==> config.mk <==
export PLATFORM = sky130hd
export DESIGN_NAME = dmp_dual_mac
export DESIGN_NICKNAME = d
export VERILOG_FILES = /design/src/verilog/dmp_pkg.sv /design/src/verilog/dmp_mult_unit.sv /design/src/verilog/dmp_dual_mac.sv
export SDC_FILE = /design/constraint.sdc
export NUM_CORES = 2
export LEC_CHECK = 0
export BUFFER_PORTS_ARGS = -buffer_cell sky130_fd_sc_hd__buf_2
export CAP_MARGIN = 20
export CORE_AREA = 2 2 332 268
export DETAILED_ROUTE_END_ITERATION = 7
export DIE_AREA = 0 0 334 270
export PLACE_DENSITY_LB_ADDON = 0.12
export SETUP_SLACK_MARGIN = 0.05
export SLEW_MARGIN = 30
export SYNTH_ARGS = -nofsm -noshare
export SYNTH_HDL_FRONTEND = slang
export SYNTH_SLANG_ARGS = --single-unit
==> constraint.sdc <==
create_clock -name clk_in -period 13.16 [get_ports clk_in]
set_input_delay 0.658 -clock clk_in [delete_from_list [all_inputs] [get_ports clk_in]]
set_output_delay 0.658 -clock clk_in [all_outputs]
set_load 0.02 [all_outputs]
==> src/verilog/dmp_pkg.sv <==
package dmp_pkg;

  localparam int DATA_W = 16;
  localparam int OP_W = 17;
  localparam int PROD_W = 32;
  localparam int ACC_W = 40;
  localparam int ADDR_W = 16;

  localparam int SRC_SHIFT = 16;
  localparam logic [15:0] PTR_STEP_PAIR = 16'h0002;
  localparam logic [15:0] PTR_STEP_ONE = 16'h0001;
  localparam logic [2:0] SIZE_SHORT = 3'h4;
  localparam logic [2:0] SIZE_LONG = 3'h5;

  localparam logic [16:0] OP_MINUS_ONE = 17'h18000;
  localparam logic [31:0] PROD_SAT_POS = 32'h7FFFFFFF;
  localparam logic [40:0] RND_BIAS = 41'h00000008000;
  localparam logic [15:0] RND_TIE = 16'h8000;
  localparam int RND_LSB = 16;
  localparam logic [39:0] SAT40_POS = 40'h7FFFFFFFFF;
  localparam logic [39:0] SAT40_NEG = 40'h8000000000;
  localparam logic [39:0] SAT32_POS = 40'h007FFFFFFF;
  localparam logic [39:0] SAT32_NEG = 40'hFF80000000;
  localparam logic [39:0] ACC_RESET = 40'h0000000000;
  localparam logic [15:0] PTR_RESET = 16'h0000;

  typedef enum logic [2:0] {
    FORM_XY_COEF = 3'h1,
    FORM_S_HILO = 3'h2,
    FORM_S_HILO_SH = 3'h3,
    FORM_L_HILO = 3'h4,
    FORM_L_HILO_SH = 3'h5,
    FORM_YX_HILO_SH = 3'h6
  } dmp_form_e;

endpackage

==> src/verilog/dmp_mult_unit.sv <==
`timescale 1ns/100ps
module dmp_mult_unit
  import dmp_pkg::*;
(
  input wire logic [15:0] data_in,
  input wire logic [15:0] coef_in,
  input wire logic data_uns_in,
  input wire logic coef_uns_in,
  input wire logic sign_extension_mode_bit_in,
  input wire logic fractional_mode_bit_in,
  input wire logic multiply_saturation_mode_in,
  output logic [39:0] product_out
);

  logic [16:0] data_op;
  logic [16:0] coef_op;
  logic signed [33:0] prod_raw;
  logic [34:0] prod_shift;
  logic [31:0] prod_32;

  // ****************************************************************
  // Operand widening and product
  // ****************************************************************
  always_comb begin
    // Data follows the sign mode; the coefficient is always sign filled unless unsigned.
    data_op = data_uns_in ? {1'b0, data_in} :
      {data_in[15] & sign_extension_mode_bit_in, data_in};
    coef_op = coef_uns_in ? {1'b0, coef_in} : {coef_in[15], coef_in};
    prod_raw = $signed(data_op) * $signed(coef_op);
    prod_shift = fractional_mode_bit_in ? {prod_raw, 1'b0} : {prod_raw[33], prod_raw};
    if (multiply_saturation_mode_in && fractional_mode_bit_in &&
        data_op == OP_MINUS_ONE && coef_op == OP_MINUS_ONE) begin
      prod_32 = PROD_SAT_POS;
    end else begin
      prod_32 = prod_shift[31:0];
    end
    product_out = {{(ACC_W - PROD_W){prod_32[31]}}, prod_32};
  end

endmodule

==> src/verilog/dmp_dual_mac.sv <==
`timescale 1ns/100ps
module dmp_dual_mac
  import dmp_pkg::*;
(
  input wire logic clk_in,
  input wire logic srst_in,
  input wire logic instr_valid_in,
  input wire logic [2:0] instr_form_in,
  input wire logic instr_paired_in,
  input wire logic round_opt_in,
  input wire logic forty_opt_in,
  input wire logic uns_mac_data_in,
  input wire logic uns_mac_coef_in,
  input wire logic uns_mpy_data_in,
  input wire logic uns_mpy_coef_in,
  input wire logic mac_disable_in,
  input wire logic mpy_disable_in,
  input wire logic coef_post_inc_in,
  input wire logic fractional_mode_bit_in,
  input wire logic multiply_saturation_mode_in,
  input wire logic sign_extension_mode_bit_in,
  input wire logic forty_bit_mode_bit_in,
  input wire logic rounding_mode_bit_in,
  input wire logic saturation_mode_bit_in,
  input wire logic [15:0] x_data_in,
  input wire logic [15:0] y_data_in,
  input wire logic [15:0] data_read_bus_d_in,
  input wire logic [15:0] lmem_high_in,
  input wire logic [15:0] lmem_low_in,
  input wire logic [15:0] coefficient_bus_in,
  input wire logic [15:0] coefficient_bus_high_in,
  input wire logic [15:0] coefficient_bus_low_in,
  input wire logic coefficient_pointer_load_in,
  input wire logic [15:0] coefficient_pointer_value_in,
  input wire logic acc_load_a_in,
  input wire logic acc_load_b_in,
  input wire logic [39:0] acc_load_value_in,
  input wire logic clear_flag_a_in,
  input wire logic clear_flag_b_in,
  output logic [39:0] accumulator_a_out,
  output logic [39:0] accumulator_b_out,
  output logic overflow_flag_dest_a_out,
  output logic overflow_flag_dest_b_out,
  output logic [15:0] coefficient_pointer_out,
  output logic [15:0] coef_addr_high_out,
  output logic [15:0] coef_addr_low_out,
  output logic instr_done_out,
  output logic [2:0] instr_size_out,
  output logic instr_reject_out
);

  // ****************************************************************
  // Declarations
  // ****************************************************************
  logic [39:0] acc_reg [2];
  logic [39:0] acc_next [2];
  logic flag_reg [2];
  logic flag_next [2];
  logic [15:0] ptr_reg;
  logic [15:0] ptr_next;
  logic [15:0] addr_high_reg;
  logic [15:0] addr_high_next;
  logic [15:0] addr_low_reg;
  logic [15:0] addr_low_next;
  logic done_reg;
  logic done_next;
  logic reject_reg;
  logic reject_next;
  logic [2:0] size_reg;
  logic [2:0] size_next;

  logic form_ok;
  logic accept;
  logic forty_mode_eff;
  logic form_single;
  logic form_long;
  logic form_shift;
  logic [15:0] lane_data [2];
  logic [15:0] lane_coef [2];
  logic lane_data_uns [2];
  logic lane_coef_uns [2];
  logic lane_accum [2];
  logic lane_shift [2];
  logic lane_dest [2];
  logic lane_enable [2];
  logic [39:0] lane_result [2];
  logic lane_ovf [2];

  // ****************************************************************
  // Instruction decode
  // ****************************************************************
  always_comb begin
    form_single = 1'b0;
    form_long = 1'b0;
    form_shift = 1'b0;
    form_ok = 1'b1;
    case (instr_form_in)
      FORM_XY_COEF: begin
        form_single = 1'b0;
      end
      FORM_S_HILO: begin
        form_single = 1'b1;
      end
      FORM_S_HILO_SH: begin
        form_single = 1'b1;
        form_shift = 1'b1;
      end
      FORM_L_HILO: begin
        form_long = 1'b1;
      end
      FORM_L_HILO_SH: begin
        form_long = 1'b1;
        form_shift = 1'b1;
      end
      FORM_YX_HILO_SH: begin
        form_shift = 1'b1;
      end
      default: begin
        form_ok = 1'b0;
      end
    endcase
    // A dual-operation word fills both slots, so a paired request is refused.
    accept = instr_valid_in && form_ok && !instr_paired_in;
    forty_mode_eff = forty_bit_mode_bit_in | forty_opt_in;
  end

  // ****************************************************************
  // Operand routing to the two lanes
  // ****************************************************************
  // Lane 0 is the first multiplier unit (accumulating), lane 1 the second (multiply only).
  always_comb begin
    lane_data_uns[0] = uns_mac_data_in;
    lane_coef_uns[0] = uns_mac_coef_in;
    lane_data_uns[1] = uns_mpy_data_in;
    lane_coef_uns[1] = uns_mpy_coef_in;
    lane_accum[0] = 1'b1;
    lane_accum[1] = 1'b0;
    lane_shift[0] = form_shift;
    lane_shift[1] = 1'b0;
    lane_enable[0] = accept && !mac_disable_in;
    lane_enable[1] = accept && !mpy_disable_in;
    if (instr_form_in == FORM_XY_COEF) begin
      lane_data[0] = x_data_in;
      lane_data[1] = y_data_in;
      lane_coef[0] = coefficient_bus_in;
      lane_coef[1] = coefficient_bus_in;
      lane_dest[0] = 1'b0;
      lane_dest[1] = 1'b1;
    end else begin
      lane_coef[0] = coefficient_bus_high_in;
      lane_coef[1] = coefficient_bus_low_in;
      lane_dest[0] = 1'b1;
      lane_dest[1] = 1'b0;
      if (form_single) begin
        lane_data[0] = data_read_bus_d_in;
        lane_data[1] = data_read_bus_d_in;
      end else if (form_long) begin
        lane_data[0] = lmem_high_in;
        lane_data[1] = lmem_low_in;
      end else begin
        lane_data[0] = y_data_in;
        lane_data[1] = x_data_in;
      end
    end
  end

  // ****************************************************************
  // Per-lane arithmetic
  // ****************************************************************
  // Both lanes are purely combinational in the same cycle, so the pair retires together.
  genvar gi;
  generate
    for (gi = 0; gi < 2; gi = gi + 1) begin : g_lane
      logic [39:0] product;
      logic [39:0] src;
      logic [39:0] src_adj;
      logic [40:0] sum;
      logic [40:0] rnd;
      logic ovf;
      logic [39:0] res;

      dmp_mult_unit u_mult (
        .data_in(lane_data[gi]),
        .coef_in(lane_coef[gi]),
        .data_uns_in(lane_data_uns[gi]),
        .coef_uns_in(lane_coef_uns[gi]),
        .sign_extension_mode_bit_in(sign_extension_mode_bit_in),
        .fractional_mode_bit_in(fractional_mode_bit_in),
        .multiply_saturation_mode_in(multiply_saturation_mode_in),
        .product_out(product)
      );

      always_comb begin
        src = acc_reg[lane_dest[gi]];
        // Bit 39 is the sign carried down by the right shift.
        src_adj = lane_shift[gi] ? 40'($signed(src) >>> SRC_SHIFT) : src;
        if (!lane_accum[gi]) begin
          src_adj = ACC_RESET;
        end
        sum = {src_adj[39], src_adj} + {product[39], product};
        rnd = sum;
        if (round_opt_in) begin
          rnd = sum + RND_BIAS;
          if (rounding_mode_bit_in && sum[15:0] == RND_TIE) begin
            rnd[RND_LSB] = 1'b0;
          end
          rnd[15:0] = 16'h0000;
        end
        if (forty_mode_eff) begin
          ovf = rnd[40] != rnd[39];
        end else begin
          ovf = !((&rnd[40:31]) || !(|rnd[40:31]));
        end
        res = rnd[39:0];
        if (ovf && saturation_mode_bit_in) begin
          if (forty_mode_eff) begin
            res = rnd[40] ? SAT40_NEG : SAT40_POS;
          end else begin
            res = rnd[40] ? SAT32_NEG : SAT32_POS;
          end
        end
        lane_result[gi] = res;
        lane_ovf[gi] = ovf;
      end
    end
  endgenerate

  // ****************************************************************
  // Accumulators and overflow flags
  // ****************************************************************
  always_comb begin
    for (int k = 0; k < 2; k++) begin
      acc_next[k] = acc_reg[k];
      flag_next[k] = flag_reg[k];
    end
    if (acc_load_a_in) begin
      acc_next[0] = acc_load_value_in;
    end
    if (acc_load_b_in) begin
      acc_next[1] = acc_load_value_in;
    end
    if (clear_flag_a_in) begin
      flag_next[0] = 1'b0;
    end
    if (clear_flag_b_in) begin
      flag_next[1] = 1'b0;
    end
    // The datapath write comes last so it wins over a load or a flag clear.
    for (int k = 0; k < 2; k++) begin
      if (lane_enable[k]) begin
        acc_next[lane_dest[k]] = lane_result[k];
        if (lane_ovf[k]) begin
          flag_next[lane_dest[k]] = 1'b1;
        end
      end
    end
  end

  always_ff @(posedge clk_in) begin
    if (srst_in) begin
      acc_reg[0] <= ACC_RESET;
      acc_reg[1] <= ACC_RESET;
      flag_reg[0] <= 1'b0;
      flag_reg[1] <= 1'b0;
    end else begin
      acc_reg[0] <= acc_next[0];
      acc_reg[1] <= acc_next[1];
      flag_reg[0] <= flag_next[0];
      flag_reg[1] <= flag_next[1];
    end
  end

  // ****************************************************************
  // Coefficient pointer and paired addresses
  // ****************************************************************
  always_comb begin
    ptr_next = ptr_reg;
    if (coefficient_pointer_load_in) begin
      ptr_next = coefficient_pointer_value_in;
    end else if (accept && coef_post_inc_in) begin
      // The pointer moves even when a lane is disabled.
      if (instr_form_in == FORM_XY_COEF) begin
        ptr_next = ptr_reg + PTR_STEP_ONE;
      end else begin
        ptr_next = ptr_reg + PTR_STEP_PAIR;
      end
    end
    addr_high_next = ptr_next;
    // Flipping bit zero gives +1 for an even address and -1 for an odd one.
    addr_low_next = {ptr_next[15:1], ~ptr_next[0]};
  end

  always_ff @(posedge clk_in) begin
    if (srst_in) begin
      ptr_reg <= PTR_RESET;
      addr_high_reg <= PTR_RESET;
      addr_low_reg <= PTR_STEP_ONE;
    end else begin
      ptr_reg <= ptr_next;
      addr_high_reg <= addr_high_next;
      addr_low_reg <= addr_low_next;
    end
  end

  // ****************************************************************
  // Completion, size and refusal reporting
  // ****************************************************************
  always_comb begin
    done_next = accept;
    reject_next = instr_valid_in && !accept;
    size_next = size_reg;
    if (accept) begin
      size_next = (instr_form_in == FORM_YX_HILO_SH) ? SIZE_LONG : SIZE_SHORT;
    end
  end

  always_ff @(posedge clk_in) begin
    if (srst_in) begin
      done_reg <= 1'b0;
      reject_reg <= 1'b0;
      size_reg <= 3'h0;
    end else begin
      done_reg <= done_next;
      reject_reg <= reject_next;
      size_reg <= size_next;
    end
  end

  assign accumulator_a_out = acc_reg[0];
  assign accumulator_b_out = acc_reg[1];
  assign overflow_flag_dest_a_out = flag_reg[0];
  assign overflow_flag_dest_b_out = flag_reg[1];
  assign coefficient_pointer_out = ptr_reg;
  assign coef_addr_high_out = addr_high_reg;
  assign coef_addr_low_out = addr_low_reg;
  assign instr_done_out = done_reg;
  assign instr_size_out = size_reg;
  assign instr_reject_out = reject_reg;

endmodule

After elaboration in Yosys (flattened, before gate mapping). Memories as Yosys holds them, arrays and structs flattened. Index checks and enable logic that the tools add are counted.

Add/sub/neg operators: 5. $mul: 2. Magnitude comparators: 4. Equality and inequality tests: 14. Muxes and demuxes: 63. Bitwise operators: 12. Reductions and logical operators: 35.

Operators by type and width (count): $mux W40 (14); $mux W32 (8); $bwmux W80 (2); $mux W80 (2); $mux W41 (2); $demux W40 S1 (2); $eq A17 B17 Y1 const B (4); $mux W17 (4); $mul A17 B17 Y32 (2); $mux W16 (3); $add A40 B32 Y41 (1); $add A41 B16 Y41 const B (1); $mux W39 (1); $add A32 B17 Y33 const B (1); $eq A16 B16 Y1 const B (2); $reduce_and A10 Y1 (2); $reduce_or A10 Y1 (2); $mux W1 (18); $logic_and A1 B1 Y1 (17); $add A16 B1 Y16 const B (1); $add A16 B2 Y16 const B (1); $mux W2 (5); $eq A3 B3 Y1 const B (3); $logic_not A1 Y1 (8); other kinds (15) (29).

Flip-flop bits (word level): 37. Bits in writable memories: 82. Output and inout bits: 135. Word-level logic and storage cells: 142. Memories kept: 2.

Memory list: acc_reg (depth 2, bits a word 40, read ports 3, clocked after Yosys merged registers in 0, wr ports 2, line dmp_dual_mac.sv:55) `logic [39:0] acc_reg [2];`; flag_reg (depth 2, bits a word 1, read ports 2, clocked after Yosys merged registers in 0, wr ports 2, line dmp_dual_mac.sv:57) `logic flag_reg [2];`.

Logic depth before layout (Yosys ltp).
Word-level depth: 29. Mapped depth: 63. Mapped depth without buffers: 52.

Cells and area by module. A second synthesis with hierarchy kept.

Cell total of the unflattened synthesis: 4361. Area, all modules: 34939.8 µm².

By module, submodules not included: dmp_dual_mac (times used 1, cells an instance 1798, area an instance 12718.4 µm²); dmp_mult_unit at g_lane[0].u_mult (times used 1, cells an instance 1288, area an instance 11155.7 µm²); dmp_mult_unit at g_lane[1].u_mult (times used 1, cells an instance 1275, area an instance 11065.6 µm²).

Worst setup path after synthesis. No wires, ideal clock.

Kind: input -> register. Start: input port instr_form_in[2]. End: memory acc_reg[1][10]. Setup time: 122 ps. Arrival: 13948 ps. Required time: 13038 ps. Path slack: -910 ps. Stages: 57. Buffers on the path: 11. Cell sequence: buf_2 > nor3b_1 > buf_2 > buf_2 > buf_1 > clkbuf_1 > buf_1 > a21o_1 > clkbuf_1 > nand2_1 > fa_1 > fa_1 > fa_1 > inv_1 > fa_1 > fa_1 > inv_1 > fa_1 > [21 not listed] > nand4_1 > nor3_1 > nand3_2 > nor4b_4 > a311oi_1 > a2111oi_0 > nand2_1 > inv_1 > ha_1 > nand2_1 > nor3_1 > or4b_1 > buf_2 > and3_1 > buf_2 > nor2_4 > buf_2 > a21oi_1.

RTL lines: from (decl) (line dmp_dual_mac.sv:8) `input wire logic [2:0] instr_form_in,`; to (decl) (line dmp_dual_mac.sv:55).

==> flow_summary.ini <==
[clock_tree]
cts.sinks = 103
cts_buffer_depth = 2
htree_levels = 3
clk_pin_slew_worst_paths_ns = 0.09
cts_buffers = 9
hold_buffers = 0
worstSkewPairLatency_ns = 0.39
cts_tree = built
clock-root-buffer = clkbuf_16

[setup_path]
crit_path_end_kind = register
slowest_delay_ns = 0.55
cp-start-kind = primary input
crit_fanout = 18
slowest_stage = fa_1
criticalPathCategory = in -> reg
crit_arrival_ns = 12.72
required_ns = 13.46
crit_top_cell = buf_4

[sta]
setup_viol = 0
fin_skew_ns = 0.0137
worst_slew_margin_rel = 0.327
maxSlewViolCount = 0
hold_viol = 0
tns_ns = 0
worstMarginPinSlew_ns = 0.982
rsz0062_at_grt = false
max_freq_mhz = 80.5
post-route-period-util = 0.944
fin_crit_ns = 12.42

[outcome]
status = finished clean

[routing]
wl_per_cell_microns = 24.6
ant_nets = 0
drt-initial-drc-count = 3577
vias_per_cell = 5.68
dr.pass1.iters = 5
vias = 33200
remaining_drc_errors = 0
wl_mm = 144

[layout]
drive_above_1_share = 0.163
largest_reg_flops = 80
layout_commonest_cell = inv_1
nets = 5674
syn_to_final_growth_pct = 13.2
fillers = 8984
final_cell_mix = inv_1 (618), nand2_1 (591), fa_1 (564)

[floorplanning]
fp.dieH_microns = 270
core_area_sq_um = 86900
io_pins = 346
die_x_microns = 334
initial_core_util = 0.397
dieArea_sq_um = 90200
num_rows = 97

[synth]
postSynth.asyncResetShare = 0
ys_seq_area_frac = 0.0597
synth_edf_count = 0
syn_inst = 4335
ys_warn_count = 0
syn_nets = 5314
yosysUniqueCellTypes = 104
synth.cell_area_sq_um = 34500
ys_seq_elements = 103
syn_area_per_cell_sq_um = 7.96
ys.flop_type = dfxtp_1

[global_routing]
grt_max_degree = 75
grt_usage = 0.314
grt_pass1_vias = 32283
grt-ovfl-total = 0
antenna_found_initial = 12
grt_pass1_wl_mm = 214

[placement]
gp_congestion = 0.994
numPortBuffers = 344
place_hpwl_mm = 120

[min_path]
hold_class = reg -> reg

[run]
max_cap_viol_count = 0
cell families (layout without fill, tap and decap cells):
| group | Yosys count | after routing | synth area share |
|---|---|---|---|
| xor gates and xnor gates | 147 | 147 | 0.0373 |
| AOI/OAI and AO/OA | 812 | 812 | 0.152 |
| adders and majority gates | 768 | 768 | 0.401 |
| buffers and inverters | 860 | 1225 | 0.0989 |
| DFF | 103 | 103 | 0.0597 |
| and+or+nand+nor | 1456 | 1456 | 0.193 |
| other | 1 | 4 | 0.000109 |
| muxes | 188 | 188 | 0.0572 |
layout make-up:
class | instances | area, sq um | area share
diodes | 3 | 7.51 | 0.000192
repair buffers | 586 | 3640 | 0.0932
multi-input cells | 3372 | 29300 | 0.750
clock inverters | 7 | 87.6 | 0.00224
flip-flops and latches | 103 | 2060 | 0.0527
well taps | 1138 | 1420 | 0.0364
clock buffers | 9 | 225 | 0.00576
inverters | 623 | 2340 | 0.0598
synth_stat cells (7+ instances only):
library cell | instances | area (sq um)
a2111oi_0 | 11 | 96.3
a211o_1 | 9 | 78.8
a211oi_1 | 31 | 233
a21o_1 | 50 | 375
a21oi_1 | 249 | 1250
a221o_1 | 21 | 210
a221oi_1 | 21 | 184
a31oi_1 | 74 | 463
and2_1 | 22 | 138
and3_1 | 36 | 225
buf_1 | 13 | 48.8
buf_2 | 23 | 115
buf_4 | 36 | 270
clkbuf_1 | 162 | 608
dfxtp_1 | 103 | 2060
fa_1 | 565 | 11300
ha_1 | 203 | 2540
inv_1 | 619 | 2320
mux2_2 | 44 | 495
mux2i_1 | 140 | 1400
nand2_1 | 594 | 2230
nand2b_1 | 30 | 188
nand3_1 | 69 | 345
nand3b_1 | 16 | 120
nand4_1 | 31 | 194
nor2_1 | 421 | 1580
nor2b_1 | 30 | 188
nor3_1 | 57 | 285
nor3b_1 | 11 | 82.6
nor4_1 | 27 | 169
nor4b_1 | 28 | 245
o211ai_1 | 29 | 218
o21a_1 | 34 | 255
o21ai_0 | 142 | 711
o21ai_1 | 13 | 65.1
o21bai_1 | 14 | 105
o22ai_1 | 18 | 113
o31ai_1 | 7 | 52.6
or2_2 | 19 | 119
or3_1 | 13 | 81.3
or4_1 | 15 | 113
xnor2_1 | 99 | 867
xor2_1 | 48 | 420
routing by layer:
layer / global-route usage / wire, microns / share of wire / up-vias
li1: - / - / - / 15045
met1: 0.480 / 67900 / 0.47 / 16204
met2: 0.443 / 56600 / 0.39 / 1732
met3: 0.0663 / 14600 / 0.10 / 209
met4: 0.0805 / 4360 / 0.030 / 10
met5: 0 / 67 / 0.00047 / -
metrics by stage:
| step | instance area, sq um | hold WS (ns) | util | worst slack, ns | cells |
|---|---|---|---|---|---|
| 5_1_grt | 39100 | 0.511 | 0.450 | 0.0420 | 5839 |
| 3_5_place_dp | 38600 | 0.473 | 0.444 | 0.0362 | 5817 |
| 2_1_floorplan | 34600 | 0.543 | - | 0.124 | 4335 |
| 4_1_cts | 38900 | 0.486 | 0.447 | 0.378 | 5833 |
| 3_3_place_gp | 38500 | 0.457 | 0.444 | 0.0705 | 5817 |
| 6_report | 39100 | 0.477 | 0.450 | 0.740 | 5841 |
final timing paths:
kind	slack, ns	end	cells after the start	from
max	0.74	acc_reg[0][3]$_SDFF_PP0_	52	instr_form_in[2]
max reg2reg	5.74	acc_reg[0][3]$_SDFF_PP0_	25	acc_reg[1][16]$_SDFF_PP0_
min reg2reg	0.48	instr_size_out[0]$_SDFFE_PP0P_	2	instr_size_out[0]$_SDFFE_PP0P_
min	0.48	instr_size_out[0]$_SDFFE_PP0P_	2	instr_size_out[0]$_SDFFE_PP0P_
what timing repair did:
action                     in CTS  in global routing
resized for setup               0                 49
setup buffers                   0                  4
setup endpoints to repair       0                 82
critical path, delay by kind of cell:
kind | cells | cell delay, ns
xor+xnor | 2 | 0.30
buf+inv | 9 | 1.32
compound gates | 15 | 3.36
simple gates | 17 | 3.68
fa+ha+maj | 9 | 3.36
Power is left out: the tool's default activity adds up to more than one toggle a clock period on the data nets, which glitch-free logic cannot reach.
